File: config.mk
export PLATFORM = sky130hd
export DESIGN_NAME = bsc_engine
export DESIGN_NICKNAME = d
export VERILOG_FILES = /design/src/bsc_pkg.sv /design/src/bsc_engine.sv
export SDC_FILE = /design/constraint.sdc
export NUM_CORES = 1
export LEC_CHECK = 0
export BUFFER_PORTS_ARGS = -buffer_cell sky130_fd_sc_hd__clkbuf_2
export CAP_MARGIN = 20
export CORE_UTILIZATION = 61
export DETAILED_ROUTE_END_ITERATION = 10
export PLACE_DENSITY = 0.76
export SYNTH_ARGS = -nofsm -noshare
export SYNTH_HDL_FRONTEND = slang
export SYNTH_SLANG_ARGS = --single-unit
File: constraint.sdc
create_clock -name mclk -period 3.12 [get_ports mclk]
set_input_delay 0.624 -clock mclk [delete_from_list [all_inputs] [get_ports mclk]]
set_output_delay 0.624 -clock mclk [all_outputs]
set_load 0.03 [all_outputs]
File: src/bsc_pkg.sv
// Package of constants and types for the byte stream checksum unit
`default_nettype none
package bsc_pkg;
  // ***********************************************************
  // Widths
  // ***********************************************************
  localparam int BSC_BYTE_W = 8; // Stream element width
  localparam int BSC_RES_W = 32; // Widest result width
  localparam int BSC_PTR_W = 2; // Byte pointer width
  localparam int BSC_FIFO_DEPTH = 16; // Input buffer depth in bytes
  // ***********************************************************
  // Counts, positions and reset values
  // ***********************************************************
  localparam logic [3:0] BSC_STEPS = 4'h8; // Bit steps per byte
  localparam logic [3:0] BSC_STEP_ZERO = 4'h0; // Step counter reset
  localparam int BSC_MSB32 = 31; // Top bit in wide mode
  localparam int BSC_MSB16 = 15; // Top bit in narrow mode
  localparam int BSC_SHIFT32 = 24; // Byte lands at top of wide result
  localparam int BSC_SHIFT16 = 8; // Byte lands at top of narrow result
  localparam logic [31:0] BSC_MASK32 = 32'hFFFF_FFFF; // Wide mask
  localparam logic [31:0] BSC_MASK16 = 32'h0000_FFFF; // Narrow mask
  localparam logic [31:0] BSC_RES_RST = 32'h0000_0000; // Result at reset
  localparam logic [7:0] BSC_BYTE_RST = 8'h00; // Byte outputs at reset
  // Default generator polynomials, plain values, overridable
  localparam logic [15:0] BSC_POLY16_DEF = 16'h1021;
  localparam logic [31:0] BSC_POLY32_DEF = 32'h04C1_1DB7;
  // ***********************************************************
  // Engine states
  // ***********************************************************
  typedef enum logic [0:0] {
    BSC_ST_IDLE = 1'b0, // Waiting for a byte or a command
    BSC_ST_SHIFT = 1'b1 // Stepping the eight bits of a byte
  } bsc_state_type;
endpackage : bsc_pkg
`default_nettype wire

File: src/bsc_engine.sv
// Checksum engine top with its input byte buffer
// Overview of operation
// 16-bit or 32-bit polynomial, matching result width
// Each written byte is next stream element
// Result reached only via byte pointer, data
// Extra register returns bit-reversed written value
// Byte XORed into result top bits first
// First byte uses all-zero or all-one start
// MSB one: shift left then XOR polynomial
// MSB zero: shift left only
// Eight steps per byte before next accepted
// Control reloads initial value before new stream
`timescale 1ns/1ps
`default_nettype none

// ***********************************************************
// Input buffer
// ***********************************************************
module bsc_fifo #(
  parameter int WIDTH = 8,
  parameter int DEPTH = 16
) (
  // Clock and reset
  input wire logic mclk,
  input wire logic rst_n,
  // Filling side
  input wire logic in_valid,
  input wire logic [WIDTH-1:0] in_data,
  output logic in_ready,
  // Draining side
  output logic out_valid,
  output logic [WIDTH-1:0] out_data,
  input wire logic out_ready
);
  localparam int AW = $clog2(DEPTH);
  logic [WIDTH-1:0] mem [DEPTH]; // Storage
  logic [AW:0] wptr_r; // Write pointer with wrap bit
  logic [AW:0] rptr_r; // Read pointer with wrap bit
  logic push; // Byte accepted
  logic pop; // Byte taken
  // Full when pointers differ only in the wrap bit
  assign in_ready = !((wptr_r[AW] != rptr_r[AW]) &&
                      (wptr_r[AW-1:0] == rptr_r[AW-1:0]));
  assign out_valid = (wptr_r != rptr_r);
  assign out_data = mem[rptr_r[AW-1:0]];
  assign push = in_valid && in_ready;
  assign pop = out_valid && out_ready;
  // Storage write, no reset needed on data
  always_ff @(posedge mclk)
  begin
    if (push)
    begin
      mem[wptr_r[AW-1:0]] <= in_data;
    end
  end
  // Pointer update
  always_ff @(posedge mclk or negedge rst_n)
  begin
    if (!rst_n)
    begin
      wptr_r <= '0;
      rptr_r <= '0;
    end
    else
    begin
      if (push)
        wptr_r <= wptr_r + 1'b1;
      if (pop)
        rptr_r <= rptr_r + 1'b1;
    end
  end
endmodule : bsc_fifo

// ***********************************************************
// Engine top
// ***********************************************************
module bsc_engine #(
  parameter logic [15:0] POLY16 = bsc_pkg::BSC_POLY16_DEF,
  parameter logic [31:0] POLY32 = bsc_pkg::BSC_POLY32_DEF
) (
  // Clock and reset
  input wire logic mclk,
  input wire logic rst_n,
  // Byte stream into the input buffer
  input wire logic stream_valid,
  input wire logic [bsc_pkg::BSC_BYTE_W-1:0] stream_data,
  output logic stream_ready,
  // Configuration levels and reload pulse
  input wire logic mode_wide, // 1: 32-bit, 0: 16-bit
  input wire logic init_ones, // 1: start at all ones
  input wire logic init_req, // Pulse: reload start value
  // Indirect result access
  input wire logic [bsc_pkg::BSC_PTR_W-1:0] result_byte_pointer,
  input wire logic result_wr, // Pulse: load selected byte, ignored while busy
  input wire logic [bsc_pkg::BSC_BYTE_W-1:0] result_wr_data,
  output logic [bsc_pkg::BSC_BYTE_W-1:0] result_data_port,
  // Bit reverse register
  input wire logic rev_wr,
  input wire logic [bsc_pkg::BSC_BYTE_W-1:0] rev_wr_data,
  output logic [bsc_pkg::BSC_BYTE_W-1:0] rev_data,
  // Status
  output logic busy
);
  import bsc_pkg::*;

  bsc_state_type state_r; // Engine state
  logic [3:0] step_r; // Bit steps done in current byte
  logic [BSC_RES_W-1:0] crc_r; // Hidden running result
  logic init_pend_r; // Reload waiting for idle
  logic fifo_valid; // Buffered byte present
  logic [BSC_BYTE_W-1:0] fifo_data; // Oldest buffered byte
  logic pop; // Byte taken this cycle
  logic apply_init; // Reload happens this cycle
  logic apply_wr; // Byte load happens this cycle
  logic [BSC_RES_W-1:0] mask; // Result width mask
  logic [BSC_RES_W-1:0] poly; // Selected polynomial
  logic [BSC_RES_W-1:0] start_val; // Selected start value
  logic [BSC_RES_W-1:0] byte_top; // Byte aligned at top bits
  logic [BSC_RES_W-1:0] step_val; // Result after one bit step
  logic msb; // Top bit of result in current width

  // ***********************************************************
  // Buffer in the data path
  // ***********************************************************
  bsc_fifo #(
    .WIDTH(BSC_BYTE_W),
    .DEPTH(BSC_FIFO_DEPTH)
  ) u_fifo (
    .mclk(mclk),
    .rst_n(rst_n),
    .in_valid(stream_valid),
    .in_data(stream_data),
    .in_ready(stream_ready),
    .out_valid(fifo_valid),
    .out_data(fifo_data),
    .out_ready(pop)
  );

  // ***********************************************************
  // Width selection
  // ***********************************************************
  // Narrow mode keeps the upper half at zero
  assign mask = mode_wide ? BSC_MASK32 : BSC_MASK16;
  assign poly = mode_wide ? POLY32 : {16'h0000, POLY16};
  assign msb = mode_wide ? crc_r[BSC_MSB32] : crc_r[BSC_MSB16];
  assign start_val = init_ones ? mask : BSC_RES_RST;
  // Byte goes to the most significant bits of the result
  assign byte_top = mode_wide ?
    ({24'h00_0000, fifo_data} << BSC_SHIFT32) :
    ({24'h00_0000, fifo_data} << BSC_SHIFT16);
  // One conditional shift-and-XOR step
  assign step_val = msb ? (((crc_r << 1) ^ poly) & mask)
                        : ((crc_r << 1) & mask);

  // ***********************************************************
  // Accept and command decisions
  // ***********************************************************
  // Reload beats a load, a load beats a new byte
  assign apply_init = (state_r == BSC_ST_IDLE) && init_pend_r;
  assign apply_wr = (state_r == BSC_ST_IDLE) && !init_pend_r &&
                    result_wr;
  // A byte is taken only once the previous one is done
  assign pop = (state_r == BSC_ST_IDLE) && !init_pend_r &&
               !result_wr && fifo_valid;
  assign busy = (state_r == BSC_ST_SHIFT) || init_pend_r;

  // ***********************************************************
  // Pending reload flag
  // ***********************************************************
  // A request arriving as the old one is applied is kept
  always_ff @(posedge mclk or negedge rst_n)
  begin
    if (!rst_n)
      init_pend_r <= 1'b0;
    else if (init_req)
      init_pend_r <= 1'b1; // Set wins over clear
    else if (apply_init)
      init_pend_r <= 1'b0;
  end

  // ***********************************************************
  // State and step counter
  // ***********************************************************
  always_ff @(posedge mclk or negedge rst_n)
  begin
    if (!rst_n)
    begin
      state_r <= BSC_ST_IDLE;
      step_r <= BSC_STEP_ZERO;
    end
    else
    begin
      unique case (state_r)
        BSC_ST_IDLE:
        begin
          // Start stepping after the byte is folded in
          if (pop)
          begin
            state_r <= BSC_ST_SHIFT;
            step_r <= BSC_STEP_ZERO;
          end
        end
        BSC_ST_SHIFT:
        begin
          // Eight steps, then back for the next byte
          if (step_r == BSC_STEPS - 4'h1)
            state_r <= BSC_ST_IDLE;
          step_r <= step_r + 4'h1;
        end
      endcase
    end
  end

  // ***********************************************************
  // Running result
  // ***********************************************************
  always_ff @(posedge mclk or negedge rst_n)
  begin
    if (!rst_n)
      crc_r <= BSC_RES_RST;
    else if (apply_init)
      crc_r <= start_val;
    else if (apply_wr)
    begin
      // Byte load through the pointer, narrow mode drops top half
      crc_r[result_byte_pointer*8 +: 8] <= result_wr_data;
      if (!mode_wide)
        crc_r[31:16] <= 16'h0000;
    end
    else if (pop)
      crc_r <= (crc_r ^ byte_top) & mask;
    else if (state_r == BSC_ST_SHIFT)
      crc_r <= step_val;
  end

  // ***********************************************************
  // Indirect read port and bit reverse
  // ***********************************************************
  // Registered view of the selected byte
  always_ff @(posedge mclk or negedge rst_n)
  begin
    if (!rst_n)
      result_data_port <= BSC_BYTE_RST;
    else
      result_data_port <= crc_r[result_byte_pointer*8 +: 8];
  end

  // Reversal costs only wiring, no engine time
  always_ff @(posedge mclk or negedge rst_n)
  begin
    if (!rst_n)
      rev_data <= BSC_BYTE_RST;
    else if (rev_wr)
      rev_data <= {<<{rev_wr_data}};
  end

  // ***********************************************************
  // Checks
  // ***********************************************************
  logic [3:0] chk_cnt_r; // Cycles since last byte taken
  always_ff @(posedge mclk or negedge rst_n)
  begin
    if (!rst_n)
      chk_cnt_r <= 4'h0;
    else if (pop)
      chk_cnt_r <= 4'h1;
    else if (chk_cnt_r != 4'h0 && chk_cnt_r != 4'hF)
      chk_cnt_r <= chk_cnt_r + 4'h1;
  end

  AST_NARROW_TOP_ZERO: assert property (
    @(posedge mclk) disable iff (!rst_n)
    (!mode_wide && state_r == BSC_ST_SHIFT) |=> crc_r[31:16] == 16'h0)
    else $error("Narrow result has upper bits set");

  AST_FOLD_TOP: assert property (
    @(posedge mclk) disable iff (!rst_n)
    (pop && mode_wide) |=>
      crc_r == ($past(crc_r) ^ {$past(fifo_data), 24'h00_0000}))
    else $error("Byte not folded into top bits");

  AST_STEP_POLY: assert property (
    @(posedge mclk) disable iff (!rst_n)
    (state_r == BSC_ST_SHIFT && mode_wide && crc_r[31]) |=>
      crc_r == (($past(crc_r) << 1) ^ POLY32))
    else $error("Set top bit did not apply polynomial");

  AST_STEP_SHIFT: assert property (
    @(posedge mclk) disable iff (!rst_n)
    (state_r == BSC_ST_SHIFT && mode_wide && !crc_r[31]) |=>
      crc_r == ($past(crc_r) << 1))
    else $error("Clear top bit did not plain shift");

  AST_EIGHT_STEPS: assert property (
    @(posedge mclk) disable iff (!rst_n)
    pop |=> (state_r == BSC_ST_SHIFT) [*8] ##1 state_r == BSC_ST_IDLE)
    else $error("Byte not stepped exactly eight times");

  AST_NO_EARLY_POP: assert property (
    @(posedge mclk) disable iff (!rst_n)
    pop |-> (chk_cnt_r == 4'h0 || chk_cnt_r >= BSC_STEPS + 4'h1))
    else $error("Next byte taken before eight steps");

  AST_INIT_VALUE: assert property (
    @(posedge mclk) disable iff (!rst_n)
    apply_init |=> crc_r == $past(start_val))
    else $error("Reload did not give start value");

  AST_INIT_SERVED: assert property (
    @(posedge mclk) disable iff (!rst_n)
    init_req |-> ##[1:10] apply_init)
    else $error("Reload request not served in time");

  AST_READ_PORT: assert property (
    @(posedge mclk) disable iff (!rst_n)
    ##1 result_data_port ==
      $past(crc_r[result_byte_pointer*8 +: 8]))
    else $error("Data port does not show selected byte");

  AST_REVERSE: assert property (
    @(posedge mclk) disable iff (!rst_n)
    rev_wr |=> rev_data[0] == $past(rev_wr_data[7]) &&
               rev_data[7] == $past(rev_wr_data[0]))
    else $error("Reverse register wrong");

  COV_WIDE_BYTE: cover property (
    @(posedge mclk) disable iff (!rst_n) pop && mode_wide);
  COV_NARROW_BYTE: cover property (
    @(posedge mclk) disable iff (!rst_n) pop && !mode_wide);
  COV_FIFO_FULL: cover property (
    @(posedge mclk) disable iff (!rst_n) stream_valid && !stream_ready);
  COV_INIT_BUSY: cover property (
    @(posedge mclk) disable iff (!rst_n)
    init_req && state_r == BSC_ST_SHIFT);
endmodule : bsc_engine

`default_nettype wire

# Word-level counts from Yosys, hierarchy flattened
# Memory sizes are Yosys's and may differ from the RTL's.
# Cells that the tools add are included.
[word_totals]
regBits = 64
mem_bits_rw = 128
in_bits = 34
output_inout_bits = 18
wordCells = 62
memories = 1
[memory_table]
columns = ["name", "depth", "width", "read_ports", "rd_clocked_by_memory_dff", "write_ports", "line", "text"]
rows = [
  ["u_fifo.mem", 16, 8, 1, 0, 1, "bsc_engine.sv:36", "logic [WIDTH-1:0] mem [DEPTH];"],
]
[op_classes]
n_addsub = 4
eq_ne = 5
n_shift = 3
muxes = 21
bitwise = 6
n_reduce_logical = 14
[op_table]
columns = ["op", "n"]
rows = [
  ["2-to-1 mux 32 bit", 8],
  ["bitwise AND 32 bit", 3],
  ["negation 5 -> 34 bit", 1],
  ["variable shift 8 x 34 -> 32 bit (first input constant)", 1],
  ["variable part select 8 x 34 -> 32 bit", 1],
  ["bitwise mux 32 bit", 1],
  ["variable part select 32 x 6 -> 8 bit", 1],
  ["XOR 32 x 27 -> 32 bit", 1],
  ["XOR 32 bit", 1],
  ["2-to-1 mux 27 bit", 1],
  ["2-to-1 mux 16 bit", 1],
  ["adder 5 x 1 -> 5 bit (second input constant)", 2],
  ["logical AND 1 bit", 8],
  ["one-hot mux 4 bit (2 select lines)", 1],
  ["2-to-1 mux 1 bit", 7],
  ["inequality test 5 bit", 1],
  ["adder 4 x 1 -> 4 bit (second input constant)", 1],
  ["== test 4 x 3 -> 1 bit (second input constant)", 1],
  ["== test 4 bit", 1],
  ["2-to-1 mux 4 bit", 1],
  ["nonzero test 4 bit", 1],
  ["logical NOT 1 bit", 3],
  ["inequality test 2 x 1 -> 1 bit (second input constant)", 1],
  ["one-hot mux 1 bit (2 select lines)", 1],
  ["4 further kinds", 4],
]

# Longest topological paths before layout
# Gate-level depths: netlist of run 1.
[logic_depth]
ltp_word = 8
mapped_depth = 10
ltp_nobuf = 8

# Cells and area by module
# Synthesis of run 1 repeated with hierarchy kept, for this count alone.
[unflattened]
cells_unflattened = 624
area_unflattened_um2 = 9093.7
[by_module_without_submodules]
columns = ["module", "n_inst", "cells_each", "area_per_inst_um2"]
rows = [
  ["bsc_fifo", 1, 293, 5710.5],
  ["bsc_engine", 1, 331, 3383.2],
]

# Worst setup path after synthesis of run 1
# OpenSTA, ideal clock, no wires.
[synth_timing]
path_type = "input port to flip-flop"
from = "in result_byte_pointer[0] (netlist name)"
to = "reg crc_r[26]"
setup_ps = 77
t_arrival_ps = 2746
required_time_ps = 3043
slack_ps = 297
cell_stages = 9
path_buffers = 1
path_cell_list = "buf_1 -> inv_1 -> ha_1 -> nor4bb_1 -> and4_1 -> o21ai_0 -> nand4_1 -> o21ai_0 -> a21oi_1"
[synth_between]
elab_chain_len = 6
elab_cells_between_ends = 7
[synth_lines]
columns = ["element", "line", "text"]
rows = [
  ["start: declaration", "bsc_engine.sv:93", "input wire logic [bsc_pkg::BSC_PTR_W-1:0] result_byte_pointer,"],
  ["negation 5 -> 34 bit *", "bsc_engine.sv:226", "crc_r[result_byte_pointer*8 +: 8] <= result_wr_data;"],
  ["variable part select 8 x 34 -> 32 bit or variable shift 8 x 34 -> 32 bit (tied branches)", "bsc_engine.sv:226", ""],
  ["bitwise mux 32 bit *", "bsc_engine.sv:226", ""],
  ["2-to-1 mux 16 bit *", "bsc_engine.sv:227", "if (!mode_wide)"],
  ["2-to-1 mux 32 bit *", "bsc_engine.sv:223", "else if (apply_wr)"],
  ["2-to-1 mux 32 bit *", "bsc_engine.sv:221", "else if (apply_init)"],
  ["end signal: assignment", "bsc_engine.sv:222", "crc_r <= start_val;"],
  ["end signal: indexed assignment", "bsc_engine.sv:226", ""],
  ["end signal: assignment", "bsc_engine.sv:231", "crc_r <= (crc_r ^ byte_top) & mask;"],
  ["end: declaration", "bsc_engine.sv:108", "logic [BSC_RES_W-1:0] crc_r;"],
]
# Every way passes the cells marked *; elsewhere a longest branch is shown, timed or not.
# A chain may end at the register's enable or synchronous reset.

# Final worst setup path of run 1
[layout_timing]
from = "reg u_fifo.wptr_r[2]"
to = "out stream_ready"
[layout_between]
elab_chain_len = 3
[layout_lines]
columns = ["element", "line", "text"]
rows = [
  ["start: declaration", "bsc_engine.sv:37", "logic [AW:0] wptr_r;"],
  ["start signal: assignment", "bsc_engine.sv:67", "wptr_r <= wptr_r + 1'b1;"],
  ["== test 4 bit", "bsc_engine.sv:43", "(wptr_r[AW-1:0] == rptr_r[AW-1:0]));"],
  ["logical AND 1 bit", "bsc_engine.sv:42", "assign in_ready = !((wptr_r[AW] != rptr_r[AW]) &&"],
  ["logical NOT 1 bit", "bsc_engine.sv:42", ""],
  ["end: declaration", "bsc_engine.sv:87", "output logic stream_ready,"],
]
# No other way between the ends.

==> out/summary.txt, run 1 <==
STATUS
--------------------------------------------------------------------------------------
Result of the run ....................................................... complete, no violations

GRT
--------------------------------------------------------------------------------------
Pin count of the biggest net entering global routing ....................           36
Vias in the first global route ..........................................        5,889
Final global-route overflow total .......................................            0
Wire length of the first global-routing pass ............................    32,600 µm
Global routing usage summed across all routing layers ...................        30.4%
Number of antenna violations at the first check in global routing .......            0

SYNTH
--------------------------------------------------------------------------------------
Async set or reset register ratio after synthesis .......................        33.3%
Yosys Warn Count ........................................................            0
Synth area leader .......................................................     edfxtp_1
Total nets after synthesis ..............................................          659
Primary flip-flop cell chosen by synthesis mapping ......................     edfxtp_1
Number of different library cells in the post-synthesis netlist .........           76
Synthesized area divided by synthesized cell count ......................     14.5 µm²
Instance count of the mapped netlist ....................................          615
Number of synthesized register bits .....................................          192
Share of the synthesized area in the top cell type ......................        43.1%
EDFF count, synth .......................................................          128
Post-synthesis instance area ............................................     8910 µm²
Cells taking the most area after synthesis .............................. edfxtp_1 43%, dfrtp_1 18%, mux4_2 7.1%
Part of the Yosys area used for sequential elements .....................        61.1%

CLOCK NETWORK
--------------------------------------------------------------------------------------
Clock slew at the register clock pins of the worst setup and hold paths .      0.07 ns
Number of buffers added by the clock tree synthesis step ................           17
Clk root buf ............................................................    clkbuf_16
Post-cts repair resize count ............................................            0
Number of hold buffers added after CTS ..................................            0
CTS tree ................................................................         done
Number of buffers between clock root and the deepest sink ...............            2
Setup Buffers After CTS .................................................            0
Clock insertion delay at the later pin of the skew report ...............      0.44 ns
Number of H-tree branching levels .......................................            4
Clock sink count ........................................................          192

WORST SETUP PATH
--------------------------------------------------------------------------------------
Category of the critical setup timing path .............................. flop to primary output
Type of element capturing the critical path ............................. primary output
Critical path peak fanout ...............................................           11
Launching element type of the critical path .............................         flop
Required time worst endpoint ............................................      2.50 ns
Reg-to-reg critical path startpoint .....................................      state_r
Critical path cell sequence ............................................. xnor2_1, and4_4, nand2_1, clkbuf_2
Max stage delay on crit path ............................................      0.52 ns
Worst R2R Path Depth ....................................................            5
WP data arrival .........................................................      1.90 ns
Critical-path cell with the highest stage delay .........................      dfrtp_1
RR Endpoint .............................................................     crc_r[0]
Setup slack of the most critical reg-to-reg path ........................      0.61 ns

FINAL LAYOUT
--------------------------------------------------------------------------------------
Commonest non-fill, non-tap cell in the layout ..........................     edfxtp_1
Area overhead of the layout relative to synthesis .......................        12.2%
Number of non-filler instances in the completed layout ..................          877
Share of post-route cells with drive strength above 1 ...................        23.8%
# nets final ............................................................          728
Final core utilization ..................................................        71.2%
Antenna cell count ......................................................            0
Filler cell count in the final layout ...................................          900
Most frequent cells in the layout ....................................... 128 x edfxtp_1, 64 x dfrtp_1, 55 x nand2_1

POWER
--------------------------------------------------------------------------------------
Power per cell area .....................................................   885 nW/µm²
Peak supply drop ........................................................     0.544 mV
LEAKAGE .................................................................      3.69 nW

STA
--------------------------------------------------------------------------------------
Final TNS setup .........................................................         0 ns
Final WS setup ..........................................................     0.601 ns
Total count of hold-check failures in the final report ..................            0
Measured slew at the worst slew-check pin ...............................     0.803 ns
Unrepaired setup endpoints after global routing .........................           no
Final worst path period share ...........................................        80.7%
Worst Hold Slack ........................................................     0.243 ns
Count of final setup violators ..........................................            0
Fin. max-slew vios ......................................................            0
Relative max-transition margin ..........................................        46.3%
Post-route clock skew ...................................................    0.0129 ns
Highest clock rate ......................................................      397 MHz
Final critical path time including I/O delays and setup .................      2.52 ns

DIE
--------------------------------------------------------------------------------------
Total I/O pin count .....................................................           52
Vertical extent of the die ..............................................       123 µm
Initial Utilization .....................................................        63.5%
Number of standard-cell rows in the floorplan ...........................           43
Floorplan die area ......................................................   15,100 µm²
CORE AREA ...............................................................   14,000 µm²
Die extent in x .........................................................       123 µm

DRT
--------------------------------------------------------------------------------------
Avg Vias per Cell .......................................................         6.55
DR vias .................................................................        5,741
Drt initial violations ..................................................          762
Total wirelength of the detailed-routed design ..........................    21,000 µm
Post-route antenna net violation count ..................................            0
Number of DRC violations after detailed routing .........................            0
First-pass iteration count of the detailed router .......................            5
Average detailed-routed wire length per instance ........................      23.9 µm

PLACE
--------------------------------------------------------------------------------------
Number of cells in the design after placement ...........................          845
Estimated wirelength of the detail-placed design ........................    14,500 µm
Port bufs ...............................................................           51
Final weighted congestion in routability-driven placement ...............        0.953
Post-placement setup slack ..............................................     0.458 ns

MIN PATH
--------------------------------------------------------------------------------------
Type of the worst min-delay path ........................................ primary input to async pin

JOB
--------------------------------------------------------------------------------------
Max-cap violations ......................................................            0

-- synth_stat cells, drive strengths merged, types with 3 or more instances --
master	instances
a211oi	3
a21oi	24
a221oi	10
a22oi	3
a311oi	3
a31oi	10
and2	3
and3	3
buf	21
clkbuf	12
dfrtp	64
edfxtp	128
ha	10
inv	12
mux2	10
mux2i	13
mux4	40
nand2	55
nand2b	8
nand3	17
nand4	7
nand4b	3
nor2	34
nor3	8
nor4b	3
o211ai	3
o21ai	36
o221ai	4
o22ai	9
xnor2	22
xor2	9
-- report_power, final --
| part | switching, W | internal (W) | leakage, nW |
|---|---|---|---|
| combinational | 0.00171 | 0.00138 | 1.49 |
| clock | 0.000956 | 0.00103 | 0.257 |
| sequential | 0.000544 | 0.00323 | 1.94 |
| total | 0.00321 | 0.00565 | 3.69 |
-- through the flow --
step	total power, W	instance area (µm²)
after floorplan	0.00598	8910
after global placement	0.00675	9460
after detailed placement	0.00687	9460
after CTS	0.00886	10000
after global routing	0.00927	10000
final	0.00885	10000
-- worst max-delay path: cells and delay by family, from the launching register on --
kind | cells | cell delay (ns)
simple gates | 2 | 0.36
flops | 1 | 0.52
buf+inv | 1 | 0.23
xor+xnor | 1 | 0.36
-- worst max path at each step --
stage                            from           end
3_5_place_dp   result_byte_pointer[1]      crc_r[9]
2_1_floorplan  result_byte_pointer[0]     crc_r[26]
5_1_grt                       state_r      crc_r[2]
6_report             u_fifo.wptr_r[2]  stream_ready
3_3_place_gp   result_byte_pointer[0]     crc_r[24]
4_1_cts              u_fifo.rptr_r[1]     crc_r[12]
-- per-layer routing --
metal	part of all wire (%)	vias to the layer above	track usage, %
li1	-	2531	-
met1	39	2842	39.0
met2	50	308	49.5
met3	7.2	60	5.95
met4	3.4	0	15.5
met5	0	-	0
-- sequential cells by signal, indices dropped and copies added (netlist names) --
name              count
result_data_port      8
state_r               1
crc_r                32
init_pend_r           1
rev_data              8
u_fifo.wptr_r         5
u_fifo.rptr_r         5
u_fifo.mem          128
step_r                4
-- layout make-up --
type / instances / area (µm²) / area share [%]
clock buffer: 19 / 433 / 4.33
clock inverter: 13 / 103 / 1.03
inverter: 12 / 45.0 / 0.451
multi-input combinational: 378 / 3210 / 32.1
sequential: 192 / 5450 / 54.5
tap: 180 / 225 / 2.25
timing repair buffer: 83 / 533 / 5.33
-- cells by family after synthesis --
group	count (synthesis)	synth area share, %
compound gates	123	9.24
xor+xnor	31	3.51
fa+ha+maj	10	1.40
buf+inv	45	2.81
flops	192	61.1
mux	63	13.4
simple gates	151	8.54
Note: power is estimated with default switching activity, not from simulation.
==> run 2: changes to the inputs <==
Settings changed: ABC_AREA set to 1.
Clock period 3.12 ns to 2.4 ns, I/O delays scaled along.
==> run 2 against run 1 <==
  * Combinational power increased by 63%
  * Highest routed layer unchanged
  * Worst setup slack got worse by 0.33 ns
  * Clock skew decreased by 0.0028 ns
  * First-iteration DRC count increased by 17%
  * Power increased by 44%
  * Utilization decreased by 0.44 points
  * Clock power increased by 49%
  * Register-to-register slack got worse by 0.34 ns
  * Critical path depth unchanged
  * Synthesized area increased by 6.2%
  * Sequential share of layout area decreased by 3.6 points
==> out/summary.txt, run 2 <==
PLACE
--------------------------------------------------------------------------------------
Port bufs ...............................................................           51   unchanged
Post-placement setup slack ..............................................     0.170 ns   -0.288 ns
Estimated wirelength of the detail-placed design ........................    15,900 µm   +9.8%
Final weighted congestion in routability-driven placement ...............        0.948   -0.47%

STA
--------------------------------------------------------------------------------------
Highest clock rate ......................................................      469 MHz
Measured slew at the worst slew-check pin ...............................     0.845 ns   +0.0422 ns
Total count of hold-check failures in the final report ..................            0   unchanged
Final WS setup ..........................................................     0.266 ns   -0.334 ns
Final worst path period share ...........................................        88.9%
Unrepaired setup endpoints after global routing .........................           no
Post-route clock skew ...................................................    0.0101 ns   -0.00280 ns
Relative max-transition margin ..........................................        43.3%   -3.0 points
Final TNS setup .........................................................         0 ns   unchanged
Final critical path time including I/O delays and setup .................      2.13 ns
Count of final setup violators ..........................................            0   unchanged
Fin. max-slew vios ......................................................            0   unchanged

GRT
--------------------------------------------------------------------------------------
Pin count of the biggest net entering global routing ....................           59   +64%
Global routing usage summed across all routing layers ...................        31.7%   +1.3 points
Wire length of the first global-routing pass ............................    38,300 µm   +18%
Number of antenna violations at the first check in global routing .......            0   unchanged
Final global-route overflow total .......................................            0   unchanged
Vias in the first global route ..........................................        7,338   +25%

CLOCK NETWORK
--------------------------------------------------------------------------------------
Number of buffers added by the clock tree synthesis step ................           17   unchanged
Clock sink count ........................................................          192   unchanged
Number of H-tree branching levels .......................................            4   unchanged
CTS tree ................................................................         done
Setup Buffers After CTS .................................................            0   unchanged
Clk root buf ............................................................    clkbuf_16
Clock insertion delay at the later pin of the skew report ...............      0.43 ns   about the same
Clock slew at the register clock pins of the worst setup and hold paths .      0.07 ns   about the same
Number of buffers between clock root and the deepest sink ...............            2   unchanged
Number of hold buffers added after CTS ..................................            0   unchanged

FINAL LAYOUT
--------------------------------------------------------------------------------------
Share of post-route cells with drive strength above 1 ...................        13.4%   -10 points
Antenna cell count ......................................................            0   unchanged
Commonest non-fill, non-tap cell in the layout ..........................      nand2_1
Flip-flop count of the largest register after layout ....................          128   unchanged
Most frequent cells in the layout ....................................... 238 x nand2_1, 137 x nor2_1, 128 x edfxtp_1
# nets final ............................................................        1,171   +61%
Area overhead of the layout relative to synthesis .......................        13.2%

DIE
--------------------------------------------------------------------------------------
Die extent in x .........................................................       127 µm   +3.0%
Floorplan die area ......................................................   16,000 µm²   +6.1%
Initial Utilization .....................................................        62.5%   -0.96 points
CORE AREA ...............................................................   15,100 µm²   +7.9%
Vertical extent of the die ..............................................       127 µm   +3.0%
Total I/O pin count .....................................................           52   unchanged
Number of standard-cell rows in the floorplan ...........................           45   +4.7%

WORST SETUP PATH
--------------------------------------------------------------------------------------
Category of the critical setup timing path .............................. flop to primary output
Required time worst endpoint ............................................      1.92 ns   -0.58 ns
RR Endpoint .............................................................    crc_r[16]
Reg-to-reg critical path startpoint .....................................      state_r
Critical path peak fanout ...............................................            5   -6
Launching element type of the critical path .............................         flop
WP data arrival .........................................................      1.65 ns   -0.25 ns
Worst R2R Path Depth ....................................................            6   +1
Type of element capturing the critical path ............................. primary output
Setup slack of the most critical reg-to-reg path ........................      0.27 ns   -0.34 ns

POWER
--------------------------------------------------------------------------------------
Peak supply drop ........................................................     0.727 mV   +34%
Power per cell area .....................................................  1190 nW/µm²   +34%
LEAKAGE .................................................................      4.70 nW   +27%

SYNTH
--------------------------------------------------------------------------------------
Async set or reset register ratio after synthesis .......................        33.3%   unchanged
Synthesized area divided by synthesized cell count ......................     9.00 µm²   -38%
Cells taking the most area after synthesis .............................. edfxtp_1 41%, dfrtp_1 17%, nand2_1 9.4%
Primary flip-flop cell chosen by synthesis mapping ......................     edfxtp_1
Synth area leader .......................................................     edfxtp_1
Total nets after synthesis ..............................................        1,096   +66%
Most common library cells after synthesis ............................... 238 x nand2_1, 137 x nor2_1, 128 x edfxtp_1
Number of synthesized register bits .....................................          192   unchanged
Number of different library cells in the post-synthesis netlist .........           36   -53%
Cell with the most instances after synthesis ............................      nand2_1
Part of the Yosys area used for sequential elements .....................        57.5%   -3.6 points
Yosys Warn Count ........................................................            0   unchanged
Instance count of the mapped netlist ....................................        1,052   +71%
EDFF count, synth .......................................................          128   unchanged
Share of the synthesized area in the top cell type ......................        40.6%   -2.5 points
Post-synthesis instance area ............................................     9460 µm²   +6.2%

MIN PATH
--------------------------------------------------------------------------------------
Type of the worst min-delay path ........................................ primary input to async pin

DRT
--------------------------------------------------------------------------------------
Drt initial violations ..................................................          893   +17%
Average detailed-routed wire length per instance ........................      18.0 µm   -25%
Post-route antenna net violation count ..................................            0   unchanged
Avg Vias per Cell .......................................................         5.76   -12%
Number of DRC violations after detailed routing .........................            0   unchanged
First-pass iteration count of the detailed router .......................            5   unchanged
DR vias .................................................................        7,635   +33%
Total wirelength of the detailed-routed design ..........................    23,800 µm   +14%

JOB
--------------------------------------------------------------------------------------
Max-cap violations ......................................................            0   unchanged

STATUS
--------------------------------------------------------------------------------------
Result of the run ....................................................... complete, no violations

[run 2: area by class of cell]
type                            instances  area, µm²
Tap cell                              188        235
Multi-Input combinational cell        703       3340
Clock inverter                         11        175
Timing Repair Buffer                  102        667
Fill cell                            1138       4430
Clock buffer                           19        433
Inverter                              111        417
Sequential cell                       192       5450
[run 2: layer usage]
layer  vias to the layer above  track usage, %  part of all wire [%]
met1                      3602            46.6                    45
met5                         -               0                     0
met2                       370            46.9                    45
met4                         0            11.0                   1.7
li1                       3627               -                     -
met3                        36            6.83                   9.0
[run 2: through the flow]
step / util [%] / hold WS, ns / cells / instance area (µm²) / total power [W]
after floorplan: - / 0.184 / 1052 / 9460 / 0.00816
after global placement: 66.7 / 0.479 / 1296 / 10100 / 0.00955
after detailed placement: 66.7 / 0.481 / 1296 / 10100 / 0.00967
after CTS: 70.7 / 0.159 / 1326 / 10700 / 0.0126
after global routing: 70.8 / 0.182 / 1326 / 10700 / 0.0135
final: 70.8 / 0.131 / 1326 / 10700 / 0.0127
[run 2: timing repair]
action                                  CTS  global route
gates resized for setup                   0             1
endpoints found under the setup margin    0             1
endpoints found under the hold margin     0             0
[run 2: worst max-delay path, stage by stage (launching register included)]
cell      delay [ns]
dfrtp_1         0.43
xor2_1          0.16
nor2_1          0.23
nand3b_1        0.17
clkbuf_2        0.23
[run 2: how the worst max path moves through the flow]
stage | cells after the start | from | slack [ns] | to
after global routing | 16 | u_fifo.rptr_r[0] | 0.09 | crc_r[26]
final | 4 | u_fifo.wptr_r[2] | 0.27 | stream_ready
after floorplan | 8 | u_fifo.rptr_r[0] | 0.16 | u_fifo.mem[15][0]
after detailed placement | 6 | result_byte_pointer[0] | 0.17 | crc_r[16]
after global placement | 6 | result_byte_pointer[0] | 0.23 | crc_r[21]
after CTS | 4 | u_fifo.wptr_r[2] | 0.25 | stream_ready
[run 2: cell families (layout without fill, tap and decap cells)]
logic type | after synthesis | in the layout | share of synthesized area (%)
AND/OR/NAND/NOR | 473 | 473 | 20.3
adder cells (fa/ha/maj) | 10 | 10 | 1.32
multiplexers | 8 | 8 | 0.952
flip-flops | 192 | 192 | 57.5
buffers and inverters | 157 | 243 | 7.13
AO/OA/AOI/OAI | 192 | 192 | 10.9
XOR/XNOR | 20 | 20 | 1.85
[run 2: where the power goes]
group / switching, W / leakage, nW / internal, W
sequential: 0.000498 / 1.94 / 0.00420
clock: 0.00122 / 0.293 / 0.00175
combinational: 0.00339 / 2.47 / 0.00166
